--- src/rtl/dtu_pkg.sv ---
// Shared constants and types for the dual timer and external interrupt unit
// Functional notes
// Timer 1 overflow sets its flag, which is cleared when its service routine is entered.
// Timer 0 overflow sets its flag, which is cleared when its service routine is entered.
// Timer 1 counts only with its run bit set, and also needs pin b high when gated.
// Timer 0 counts only with its run bit set, and also needs pin a high when gated.
// Every falling edge on pin b sets its edge flag, which is cleared on routine entry.
// Every falling edge on pin a sets its edge flag, which is cleared on routine entry.
// Interrupt b requests on a low level when its trigger select is 0, on a falling edge when 1.
// Interrupt a requests on a low level when its trigger select is 0, on a falling edge when 1.
// Timer 1 steps every second clock as a timer, or on falling edges of count input b.
// Timer 0 steps every second clock as a timer, or on falling edges of count input a.
// Timer 1 modes: 00 prescaled 8-bit, 01 full 16-bit, 11 halted.
// Timer 1 mode 10 reloads the low byte from the high byte on each low-byte overflow.
// Timer 0 modes: 00 prescaled 8-bit, 01 full 16-bit.
// Timer 0 mode 10 reloads the low byte from the high byte on each low-byte overflow.
// Timer 0 mode 11 splits into two 8-bit counters, the high one run and flagged by timer 1.
// An overflow is the counting register wrapping from all ones to zero.
package dtu_pkg;
  localparam int ADDR_W = 10;
  localparam int IDX_W = 8;
  // Register indices, byte address is four times the index
  localparam logic [IDX_W-1:0] IDX_CTRL = 8'h88;
  localparam logic [IDX_W-1:0] IDX_MODE = 8'h89;
  localparam logic [IDX_W-1:0] IDX_TL0 = 8'h8A;
  localparam logic [IDX_W-1:0] IDX_TL1 = 8'h8B;
  localparam logic [IDX_W-1:0] IDX_TH0 = 8'h8C;
  localparam logic [IDX_W-1:0] IDX_TH1 = 8'h8D;
  localparam logic [IDX_W-1:0] IDX_IRQ_STAT = 8'hA0;
  localparam logic [IDX_W-1:0] IDX_IRQ_CLR = 8'hA1;
  localparam logic [IDX_W-1:0] IDX_IRQ_EN = 8'hA2;
  localparam logic [7:0] RST_BYTE = 8'h00;
  localparam logic [3:0] RST_NIB = 4'h0;
  localparam logic [1:0] MODE_PRESC = 2'h0;
  localparam logic [1:0] MODE_16 = 2'h1;
  localparam logic [1:0] MODE_RELOAD = 2'h2;
  localparam logic [1:0] MODE_SPLIT = 2'h3;
  localparam logic [4:0] PRESC_MAX = 5'h1F;
  localparam logic [7:0] BYTE_MAX = 8'hFF;
  typedef struct packed {
    logic tf1;
    logic tr1;
    logic tf0;
    logic tr0;
    logic ie1;
    logic it1;
    logic ie0;
    logic it0;
  } dtu_ctrl_s;
  typedef struct packed {
    logic t1_gate;
    logic t1_count;
    logic [1:0] t1_mode;
    logic t0_gate;
    logic t0_count;
    logic [1:0] t0_mode;
  } dtu_mode_s;
  // One bit per interrupt source, also the layout of the status registers
  typedef struct packed {
    logic ext1;
    logic tf1;
    logic ext0;
    logic tf0;
  } dtu_vec_s;
endpackage

--- src/rtl/dtu_cnt.sv ---
// One timer's low and high data bytes with their mode-dependent counting
`timescale 1ns/1ps
`default_nettype none
module dtu_cnt
(
  // Clock and reset
  input wire logic i_mclk,
  input wire logic i_nrst,
  // Control
  input wire logic [1:0] i_mode,
  input wire logic i_inc,
  input wire logic i_inc_hi,
  // Software writes
  input wire logic i_wr_lo,
  input wire logic i_wr_hi,
  input wire logic [7:0] i_wdata,
  // State and overflow pulses
  output logic [7:0] o_lo,
  output logic [7:0] o_hi,
  output logic o_ovf,
  output logic o_ovf_hi
);
  logic [7:0] next_lo;
  logic [7:0] next_hi;

  always_comb
  begin
    next_lo = o_lo;
    next_hi = o_hi;
    o_ovf = 1'b0;
    o_ovf_hi = 1'b0;
    if (i_inc)
    begin
      case (i_mode)
        // prescaler carry steps the high byte
        dtu_pkg::MODE_PRESC:
        begin
          if (o_lo[4:0] == dtu_pkg::PRESC_MAX)
          begin
            next_lo[4:0] = 5'h00;
            next_hi = 8'(o_hi + 8'h01);
            // high byte wrap
            o_ovf = (o_hi == dtu_pkg::BYTE_MAX);
          end
          else
            next_lo[4:0] = 5'(o_lo[4:0] + 5'h01);
        end
        // full 16-bit count
        dtu_pkg::MODE_16:
        begin
          {next_hi, next_lo} = 16'({o_hi, o_lo} + 16'h0001);
          o_ovf = (o_hi == dtu_pkg::BYTE_MAX) && (o_lo == dtu_pkg::BYTE_MAX);
        end
        // reload low from high
        dtu_pkg::MODE_RELOAD:
        begin
          if (o_lo == dtu_pkg::BYTE_MAX)
          begin
            next_lo = o_hi;
            o_ovf = 1'b1;
          end
          else
            next_lo = 8'(o_lo + 8'h01);
        end
        default:
        begin
          // low byte counts alone
          next_lo = 8'(o_lo + 8'h01);
          o_ovf = (o_lo == dtu_pkg::BYTE_MAX);
        end
      endcase
    end
    // high byte as second counter
    if (i_inc_hi && i_mode == dtu_pkg::MODE_SPLIT)
    begin
      next_hi = 8'(o_hi + 8'h01);
      o_ovf_hi = (o_hi == dtu_pkg::BYTE_MAX);
    end
    if (i_wr_lo)
      next_lo = i_wdata;
    if (i_wr_hi)
      next_hi = i_wdata;
  end

  always_ff @(posedge i_mclk or negedge i_nrst)
  begin
    if (!i_nrst)
    begin
      o_lo <= dtu_pkg::RST_BYTE;
      o_hi <= dtu_pkg::RST_BYTE;
    end
    else
    begin
      o_lo <= next_lo;
      o_hi <= next_hi;
    end
  end
endmodule
`default_nettype wire

--- src/rtl/dtu_top.sv ---
// Dual timer/counter with external interrupts behind an Avalon-MM slave
//
// Local design decision: the Avalon-MM interface to the registers.
`timescale 1ns/1ps
`default_nettype none
module dtu_top
(
  // Clock and reset
  input wire logic i_mclk,
  input wire logic i_nrst,
  // Avalon-MM slave
  input wire logic [dtu_pkg::ADDR_W-1:0] i_avs_address,
  input wire logic i_avs_read,
  input wire logic i_avs_write,
  input wire logic [31:0] i_avs_writedata,
  input wire logic [3:0] i_avs_byteenable,
  output logic [31:0] o_avs_readdata,
  output logic o_avs_waitrequest,
  // Pins
  input wire logic i_ext_irq_pin_a,
  input wire logic i_ext_irq_pin_b,
  input wire logic i_count_input_a,
  input wire logic i_count_input_b,
  // Service routine entry, one pulse per source
  input wire dtu_pkg::dtu_vec_s i_isr_ack,
  // Interrupt requests
  output dtu_pkg::dtu_vec_s o_int_req,
  output logic o_irq
);
  dtu_pkg::dtu_ctrl_s ctrl;
  dtu_pkg::dtu_ctrl_s next_ctrl;
  dtu_pkg::dtu_mode_s mode;
  dtu_pkg::dtu_mode_s next_mode;
  dtu_pkg::dtu_vec_s stat;
  dtu_pkg::dtu_vec_s next_stat;
  dtu_pkg::dtu_vec_s irq_en;
  dtu_pkg::dtu_vec_s next_irq_en;
  dtu_pkg::dtu_vec_s next_int_req;
  dtu_pkg::dtu_vec_s events;
  logic next_irq;
  logic ack;
  logic [31:0] next_rdata;
  logic half;
  logic [3:0] pins_q;
  logic fall_irq_a;
  logic fall_irq_b;
  logic fall_cnt_a;
  logic fall_cnt_b;
  logic [dtu_pkg::IDX_W-1:0] idx;
  logic wr;
  logic rd;
  logic t0_inc;
  logic t0_inc_hi;
  logic t1_inc;
  logic [7:0] t0_lo;
  logic [7:0] t0_hi;
  logic [7:0] t1_lo;
  logic [7:0] t1_hi;
  logic t0_ovf;
  logic t0_ovf_hi;
  logic t1_ovf;

  function automatic logic hit(input logic [dtu_pkg::IDX_W-1:0] want);
    hit = wr && (idx == want) && i_avs_byteenable[0];
  endfunction

  // Bus: one wait cycle, then the access completes
  assign o_avs_waitrequest = (i_avs_read || i_avs_write) && !ack;
  assign idx = i_avs_address[dtu_pkg::ADDR_W-1:2];
  assign wr = i_avs_write && ack && (i_avs_address[1:0] == 2'h0);
  // Read data loaded in the wait cycle, standing at the completing edge
  assign rd = i_avs_read && !ack;

  // Pin edge detection
  assign fall_irq_a = pins_q[0] && !i_ext_irq_pin_a;
  assign fall_irq_b = pins_q[1] && !i_ext_irq_pin_b;
  assign fall_cnt_a = pins_q[2] && !i_count_input_a;
  assign fall_cnt_b = pins_q[3] && !i_count_input_b;

  always_comb
  begin
    // run and gate for timer 0
    t0_inc = ctrl.tr0 && (!mode.t0_gate || i_ext_irq_pin_a);
    // clock half rate or count pin
    t0_inc = t0_inc && (mode.t0_count ? fall_cnt_a : half);
    // run and gate for timer 1
    t1_inc = ctrl.tr1 && (!mode.t1_gate || i_ext_irq_pin_b);
    // clock half rate or count pin
    t1_inc = t1_inc && (mode.t1_count ? fall_cnt_b : half);
    // mode 11 halts timer 1
    if (mode.t1_mode == dtu_pkg::MODE_SPLIT)
      t1_inc = 1'b0;
    // split high byte run by timer 1 bit
    t0_inc_hi = ctrl.tr1 && half;
  end

  dtu_cnt u_t0
  (
    .i_mclk(i_mclk),
    .i_nrst(i_nrst),
    .i_mode(mode.t0_mode),
    .i_inc(t0_inc),
    .i_inc_hi(t0_inc_hi),
    .i_wr_lo(hit(dtu_pkg::IDX_TL0)),
    .i_wr_hi(hit(dtu_pkg::IDX_TH0)),
    .i_wdata(i_avs_writedata[7:0]),
    .o_lo(t0_lo),
    .o_hi(t0_hi),
    .o_ovf(t0_ovf),
    .o_ovf_hi(t0_ovf_hi)
  );

  dtu_cnt u_t1
  (
    .i_mclk(i_mclk),
    .i_nrst(i_nrst),
    .i_mode(mode.t1_mode),
    .i_inc(t1_inc),
    .i_inc_hi(1'b0),
    .i_wr_lo(hit(dtu_pkg::IDX_TL1)),
    .i_wr_hi(hit(dtu_pkg::IDX_TH1)),
    .i_wdata(i_avs_writedata[7:0]),
    .o_lo(t1_lo),
    .o_hi(t1_hi),
    .o_ovf(t1_ovf),
    .o_ovf_hi()
  );

  always_comb
  begin
    next_ctrl = ctrl;
    if (hit(dtu_pkg::IDX_CTRL))
      next_ctrl = i_avs_writedata[7:0];
    // cleared on routine entry
    if (i_isr_ack.tf0)
      next_ctrl.tf0 = 1'b0;
    if (i_isr_ack.tf1)
      next_ctrl.tf1 = 1'b0;
    if (i_isr_ack.ext0)
      next_ctrl.ie0 = 1'b0;
    if (i_isr_ack.ext1)
      next_ctrl.ie1 = 1'b0;
    // overflow sets flag, set wins
    if (t0_ovf)
      next_ctrl.tf0 = 1'b1;
    // timer 1 flag set
    if (t1_ovf || t0_ovf_hi)
      next_ctrl.tf1 = 1'b1;
    // falling edge sets flag
    if (fall_irq_a)
      next_ctrl.ie0 = 1'b1;
    // falling edge sets flag
    if (fall_irq_b)
      next_ctrl.ie1 = 1'b1;
    next_mode = mode;
    if (hit(dtu_pkg::IDX_MODE))
      next_mode = i_avs_writedata[7:0];
    events.tf0 = t0_ovf;
    events.tf1 = t1_ovf || t0_ovf_hi;
    events.ext0 = fall_irq_a;
    events.ext1 = fall_irq_b;
    next_stat = stat;
    if (hit(dtu_pkg::IDX_IRQ_CLR))
      next_stat = stat & ~i_avs_writedata[3:0];
    next_stat = next_stat | events;
    next_irq_en = irq_en;
    if (hit(dtu_pkg::IDX_IRQ_EN))
      next_irq_en = i_avs_writedata[3:0];
    next_irq = |(next_stat & next_irq_en);
    next_int_req.tf0 = next_ctrl.tf0;
    next_int_req.tf1 = next_ctrl.tf1;
    // level or edge request
    next_int_req.ext0 = next_ctrl.it0 ? next_ctrl.ie0 : !i_ext_irq_pin_a;
    // level or edge request
    next_int_req.ext1 = next_ctrl.it1 ? next_ctrl.ie1 : !i_ext_irq_pin_b;
    next_rdata = o_avs_readdata;
    if (rd)
    begin
      next_rdata = 32'h0000_0000;
      if (i_avs_address[1:0] != 2'h0)
        next_rdata[7:0] = dtu_pkg::RST_BYTE;
      else if (idx == dtu_pkg::IDX_CTRL)
        next_rdata[7:0] = ctrl;
      else if (idx == dtu_pkg::IDX_MODE)
        next_rdata[7:0] = mode;
      else if (idx == dtu_pkg::IDX_TL0)
        next_rdata[7:0] = t0_lo;
      else if (idx == dtu_pkg::IDX_TL1)
        next_rdata[7:0] = t1_lo;
      else if (idx == dtu_pkg::IDX_TH0)
        next_rdata[7:0] = t0_hi;
      else if (idx == dtu_pkg::IDX_TH1)
        next_rdata[7:0] = t1_hi;
      else if (idx == dtu_pkg::IDX_IRQ_STAT)
        next_rdata[3:0] = stat;
      else if (idx == dtu_pkg::IDX_IRQ_EN)
        next_rdata[3:0] = irq_en;
    end
  end

  always_ff @(posedge i_mclk or negedge i_nrst)
  begin
    if (!i_nrst)
    begin
      ctrl <= dtu_pkg::RST_BYTE;
      mode <= dtu_pkg::RST_BYTE;
      stat <= dtu_pkg::RST_NIB;
      irq_en <= dtu_pkg::RST_NIB;
      o_int_req <= dtu_pkg::RST_NIB;
      o_irq <= 1'b0;
      o_avs_readdata <= 32'h0000_0000;
      ack <= 1'b0;
      half <= 1'b0;
      pins_q <= 4'h0;
    end
    else
    begin
      ctrl <= next_ctrl;
      mode <= next_mode;
      stat <= next_stat;
      irq_en <= next_irq_en;
      o_int_req <= next_int_req;
      o_irq <= next_irq;
      o_avs_readdata <= next_rdata;
      ack <= o_avs_waitrequest;
      half <= !half;
      pins_q <= {i_count_input_b, i_count_input_a, i_ext_irq_pin_b,
                 i_ext_irq_pin_a};
    end
  end
endmodule
`default_nettype wire

--- config.mk ---
export PLATFORM = sky130hd
export DESIGN_NAME = dtu_top
export DESIGN_NICKNAME = d
export VERILOG_FILES = /design/src/rtl/dtu_pkg.sv /design/src/rtl/dtu_cnt.sv /design/src/rtl/dtu_top.sv
export SDC_FILE = /design/constraint.sdc
export NUM_CORES = 1
export LEC_CHECK = 0
export ABC_AREA = 0
export BUFFER_PORTS_ARGS = -buffer_cell sky130_fd_sc_hd__buf_4
export CORE_MARGIN = 4
export CORE_UTILIZATION = 40
export CTS_BUF_LIST = sky130_fd_sc_hd__clkbuf_4 sky130_fd_sc_hd__clkbuf_8
export DETAILED_ROUTE_END_ITERATION = 10
export GPL_ROUTABILITY_DRIVEN = 0
export GPL_TIMING_DRIVEN = 1
export SETUP_SLACK_MARGIN = 0.5
export SLEW_MARGIN = 40
export SYNTH_ARGS = -nofsm -noshare
export SYNTH_HDL_FRONTEND = slang
export SYNTH_SLANG_ARGS = --single-unit
--- constraint.sdc ---
create_clock -name i_mclk -period 5 [get_ports i_mclk]
set_input_delay 0.5 -clock i_mclk [delete_from_list [all_inputs] [get_ports i_mclk]]
set_output_delay 0.5 -clock i_mclk [all_outputs]
set_load 0.05 [all_outputs]
Word level (Yosys, flattened, before mapping)
Cells that the tools add are included.
{"block": "classes", "add_sub_neg": 8, "mul": 0, "div_mod_pow": 0, "n_lt_le_gt_ge": 0, "n_eq_ne": 25, "shifts": 0, "muxes": 56, "bitwise_logic": 4, "n_reduce_logical": 61}
{"op": "$mux W8", "count": 20}
{"op": "$eq A8 B8 Y1 const B", "count": 13}
{"op": "$add A16 B1 Y16 const B", "count": 2}
{"op": "$add A8 B1 Y8 const B", "count": 4}
{"op": "$logic_and A1 B1 Y1", "count": 32}
{"op": "$pmux W8 S2", "count": 2}
{"op": "$pmux W5 S3", "count": 2}
{"op": "$mux W4", "count": 6}
{"op": "$mux W1", "count": 20}
{"op": "$pmux W3 S3", "count": 2}
{"op": "$reduce_bool A3 Y1", "count": 4}
{"op": "$add A5 B1 Y5 const B", "count": 2}
{"op": "$eq A5 B5 Y1 const B", "count": 2}
{"op": "$mux W5", "count": 2}
{"op": "$and A4 B4 Y4", "count": 2}
{"op": "$eq A2 B2 Y1 const B", "count": 4}
{"op": "$logic_not A1 Y1", "count": 8}
{"op": "$reduce_bool A2 Y1", "count": 4}
{"op": "$logic_not A2 Y1", "count": 3}
{"op": "$pmux W1 S3", "count": 2}
{"op": "$reduce_and A3 Y1", "count": 2}
{"op": "$eq A2 B1 Y1 const B", "count": 2}
{"op": "$logic_or A1 B1 Y1", "count": 4}
{"op": "$ne A2 B1 Y1 const B", "count": 2}
{"op": "7 further kinds", "count": 8}
{"block": "totals", "ff_bits": 73, "latchBits": 0, "ram_bits": 0, "rom_bits": 0, "in_bits": 58, "out_inout_bits": 38, "wordCells": 189, "n_memories": 0}

Longest topological paths before layout
{"block": "logic_depth", "ltp_word": 10, "mapped_depth": 11, "mapped_depth_nobuf": 10}

By module
Synthesis repeated with hierarchy kept, for this count alone.
{"block": "hier_totals", "hier_cells": 595, "area_unflattened_um2": 5348.9}
{"module": "dtu_cnt", "instances": 2, "cells_per_inst": 172, "area_each_um2": 1403.8}
{"module": "dtu_top", "instances": 1, "cells_per_inst": 251, "area_each_um2": 2541.2}

Worst setup path after synthesis
OpenSTA, ideal clock, no wires.
{"block": "synth_path", "path_type": "register to register", "from": "register u_t1.o_lo[0]", "to": "register u_t1.o_hi[2]", "arrival_ns": 2.402, "t_required_ns": 4.875, "path_slack_ns": 2.473, "path_stages_with_launch": 12, "path_buffers": 1, "cell_sequence": "dfrtp_1 -> ha_1 -> clkbuf_1 -> inv_1 -> nor3_1 -> ha_1 -> mux2i_1 -> a2111oi_4 -> a21boi_4 -> nand2_1 -> xnor2_1 -> mux2_2"}
{"block": "synth_between", "elab_chain_cells": 4, "elab_cells_between_ends": 7, "cone_classes": "add/sub (1); eq/ne (2); mux (3); reduce/logical (1)"}
{"element": "from (decl)", "line_no": "dtu_cnt.sv:18", "rtl": "output logic [7:0] o_lo,"}
{"element": "from (signal assigned)", "line_no": "dtu_cnt.sv:89", "rtl": "o_lo <= dtu_pkg::RST_BYTE;"}
{"element": "from (signal assigned)", "line_no": "dtu_cnt.sv:94", "rtl": "o_lo <= next_lo;"}
{"element": "$add A16 B1 Y16", "line_no": "dtu_cnt.sv:51", "rtl": "{next_hi, next_lo} = 16'({o_hi, o_lo} + 16'h0001);"}
{"element": "$pmux W8 S2", "line_no": "dtu_cnt.sv:34", "rtl": "case (i_mode)"}
{"element": "$mux W8", "line_no": "dtu_cnt.sv:32", "rtl": "if (i_inc)"}
{"element": "$mux W8", "line_no": "dtu_cnt.sv:81", "rtl": "if (i_wr_hi)"}
{"element": "to (signal assigned)", "line_no": "dtu_cnt.sv:90", "rtl": "o_hi <= dtu_pkg::RST_BYTE;"}
{"element": "to (signal assigned)", "line_no": "dtu_cnt.sv:95", "rtl": "o_hi <= next_hi;"}
{"element": "to (decl)", "line_no": "dtu_cnt.sv:19", "rtl": "output logic [7:0] o_hi,"}
Parallel ways exist; a longest one is shown, timed or not. The select of a mux whose other input is x is not followed.
A chain may end at the register's enable or synchronous reset.

Worst setup path in the final report
Same ends and word-level chain as after synthesis.

==> run_results.csv <==
group,metric,value,unit
floorplanning,coreArea,12100,µm²
floorplanning,die_area,14400,µm²
logic_synthesis,synth_ff_type,"dfrtp_1",
sta,worst_pin_slew,755,ps
final_layout,drive_above_1_share,16.2,%
sta,holdWs,135,ps
sta,period_share,57.9,%
power_and_ir_drop,p_int,886,µW
power_and_ir_drop,netSwitchingFraction,28.7,%
floorplanning,ioPinCount,96,
setup_path,start_kind,"flop",
clock_network,clkLatencyLatePin,370,ps
clock_network,cts_buffers,9,
setup_path,cp_common_cell,"ha_1",
final_layout,antennaDiodeCount,0,
sta,fin_setup_tns,0,ps
grt,grt.overflow.total,0,
power_and_ir_drop,seq_power_share,49.0,%
power_and_ir_drop,leakage,2.28,nW
outcome,status,"completed",
clock_network,cts_sinks,73,
logic_synthesis,ys_ff_latch,73,
logic_synthesis,yosys_warnings,0,
clock_network,postCtsSetupBuffers,0,
route,drt-pass1-iter-count,7,
logic_synthesis,synth.avg_cell_area,8.70,µm²
setup_path,crit_type,"reg2reg",
clock_network,cts_root_buffer,"clkbuf_8",
floorplanning,initial_utilization,41.3,%
floorplanning,die_x,120,µm
logic_synthesis,ys_seq_area_share,36.5,%
worst_hold_path,min_path_type,"in2async",
setup_path,worstPathCellList,"ha_1 -> inv_1 -> nor3_1 -> ha_1 -> mux2i_1 -> a2111oi_4 -> a21boi_4 -> nand2_1 -> xnor2_1 -> mux2_2",
clock_network,cts_tree,"done",
power_and_ir_drop,power.density,225,nW/µm²
power_and_ir_drop,ir_worst_vdd,0.177,mV
floorplanning,die_h,120,µm
route,vias,4431,
setup_path,crit_fanout,8,
logic_synthesis,postSynth.asyncResetShare,100,%
route,routedWlPerCell,18.6,µm
clock_network,post_cts_resized,0,
sta,fmax,346,MHz
logic_synthesis,synth_cell_types,67,
sta,rsz0062_at_grt,"false",
logic_synthesis,synth_cells,575,
sta,maxSlewViolCount,0,
route,ant_nets,0,
sta,setup_viol,0,
clock_network,clock_tree.buffer_depth,2,
power_and_ir_drop,power_frac_comb,12.1,%
floorplanning,row_count,40,
setup_path,arrival,3140,ps
final_layout,fin_nets,675,
place,numPortBuffers,44,
job,max_cap_viol_count,0,
route,viasPerCell,5.72,
setup_path,critPathCaptureType,"flop",
power_and_ir_drop,p_switching,357,µW
place,detailed_place_hpwl,10600,µm
grt,grt_pass1_vias,4078,
setup_path,cp_slowest_stage_delay,470,ps
route,wl,14400,µm
sta,period_needed,2890,ps
grt,grt_use_total,20.5,%
setup_path,path_delay_family,"compound AO/OA/AOI/OAI gates",
setup_path,critPathSlowestCell,"dfrtp_1",
sta,finClkSkew,9.75,ps
route,first_iter_violations,500,
logic_synthesis,syn-cell-area,5000,µm²
logic_synthesis,synth_edf_count,0,
clock_network,postCtsHoldBufs,0,
setup_path,critical_path_required,5250,ps
sta,slew_headroom,49.5,%
route,drc,0,
setup_path,cp_num_buf_inv,1,
clock_network,htreeDepth,3,
final_layout,syn_to_final_growth,10.6,%
grt,grt_pass1_wl,22600,µm
power_and_ir_drop,clockPowerShare,38.9,%
grt,grt_max_degree,74,
grt,antenna_found_initial,0,
sta,hold_viol,0,
clock_network,clk_pin_slew,80,ps
## through the flow
step / power [mW] / cells / area [µm²] / util [%] / worst slack, ps
after global placement: 0.768 / 758 / 5320 / 43.9 / 2210
after detailed placement: 0.771 / 758 / 5330 / 44.0 / 2170
final: 1.24 / 774 / 5530 / 45.6 / 2110
after global routing: 1.29 / 774 / 5530 / 45.6 / 1940
after floorplan: 0.724 / 598 / 5090 / - / 2470
after CTS: 1.25 / 774 / 5530 / 45.6 / 2140
## cells in the final DEF, fill, tap and decap left out, types with 3 or more instances in the layout
cell      Yosys  layout
a22o_1        5       5
conb_1        1      24
inv_1        23      23
mux2_2       19      19
a222oi_1      4       4
nand3_1      27      27
xor2_1        4       4
nand3b_1      5       5
a32oi_1       5       5
a21boi_0      4       4
clkbuf_8      0      10
nand2_1      69      69
and3b_1       3       3
ha_1         16      16
xnor2_1      12      12
o221ai_1      4       4
a21oi_1      38      38
o22ai_1      10      10
a311oi_1      3       3
buf_4        26      43
dfrtp_1      73      73
mux2i_1      11      11
o21ai_0      46      46
nor2b_1      11      11
nand2b_1      8       8
nor3_2        2       3
nor3_1        6       5
a211oi_1      5       5
a31oi_1       3       3
nor4_2        3       3
and3_1        5       5
nand4_1       6       6
o211ai_1      4       4
a22oi_1       5       5
nor2_1       43      43
## cell usage after synthesis, drive strengths merged (3+ instances only)
| cell | count | share of area (%) |
|---|---|---|
| a31oi | 3 | 0.38 |
| nand3b | 6 | 0.98 |
| a211oi | 5 | 0.75 |
| a32oi | 5 | 0.88 |
| dfrtp | 73 | 37 |
| mux2 | 19 | 4.3 |
| clkbuf | 17 | 1.3 |
| nor2 | 43 | 3.2 |
| xnor2 | 12 | 2.1 |
| nand4 | 6 | 0.75 |
| mux2i | 11 | 2.2 |
| nand2b | 8 | 1.0 |
| nor3 | 8 | 1.0 |
| a21boi | 6 | 1.2 |
| nand2 | 69 | 5.2 |
| nor4b | 3 | 0.78 |
| a22oi | 5 | 0.75 |
| o21ai | 47 | 4.7 |
| a311oi | 3 | 0.53 |
| a222oi | 4 | 0.80 |
| o22ai | 10 | 1.3 |
| ha | 16 | 4.0 |
| o211ai | 4 | 0.60 |
| inv | 23 | 1.7 |
| o221ai | 4 | 0.70 |
| buf | 35 | 4.9 |
| nor2b | 11 | 1.4 |
| a22o | 5 | 0.88 |
| xor2 | 4 | 0.70 |
| a21oi | 38 | 3.8 |
| nor4 | 6 | 1.4 |
| and3 | 5 | 0.63 |
| or2 | 3 | 0.38 |
| nand3 | 27 | 2.7 |
| and3b | 3 | 0.53 |
## flip-flops by register name, summed over array words and instances, names as in the netlist
name / flops
ctrl: 8
mode: 8
o_avs_readdata: 8
u_t0.o_hi: 8
u_t0.o_lo: 8
u_t1.o_hi: 8
u_t1.o_lo: 8
irq_en: 4
pins_q: 4
stat: 4
o_int_req: 2
ack: 1
half: 1
o_irq: 1
## power by group through the flow
stage	Combinational, mW	Sequential (mW)	Clock, mW
after floorplan	0.0985	0.625	0
after global placement	0.148	0.621	0
after detailed placement	0.150	0.621	0
after CTS	0.151	0.609	0.495
after global routing	0.162	0.611	0.519
final	0.150	0.609	0.484
## layer usage
layer  vias up  GRT usage [%]  wire (µm)
li1       2076              -          -
met1      2111           29.8       6670
met2       197           29.4       6180
met3        47           3.53       1020
met4         0           9.38        555
met5         -              0          0
## final cells by class
type / count / area [µm²]
Timing Repair Buffer: 44 / 334
Clock inverter: 5 / 55.1
Clock buffer: 11 / 145
Fill cell: 1197 / 6580
Sequential cell: 73 / 1830
Tap cell: 168 / 210
Multi-Input combinational cell: 450 / 2870
Inverter: 23 / 86.3
## kinds of logic after synthesis
family          after synthesis  synth area share, %
xor+xnor                     16                 2.80
flops                        73                 36.5
simple gates                207                 21.5
buf+inv                      75                 7.88
compound gates              157                 20.7
other cells                   1               0.0750
mux                          30                 6.48
fa+ha+maj                    16                 4.00
## final timing paths
kind,from,end,slack [ps],depth (start not counted)
worst min-delay path,i_nrst,u_t0.o_hi[3]$_DFFE_PN0P_,130,1
max in group asynchronous,i_nrst,u_t1.o_lo[3]$_DFFE_PN0P_,4330,1
worst min register to register,ack$_DFF_PN0_,ack$_DFF_PN0_,460,1
min in group i_mclk,i_count_input_a,pins_q[2]$_DFF_PN0_,240,1
worst max-delay path,u_t1.o_lo[0]$_DFFE_PN0P_,u_t1.o_hi[2]$_DFFE_PN0P_,2110,10
worst max register to register,u_t1.o_lo[0]$_DFFE_PN0P_,u_t1.o_hi[2]$_DFFE_PN0P_,2110,10
(Power assumes the default switching activity.)
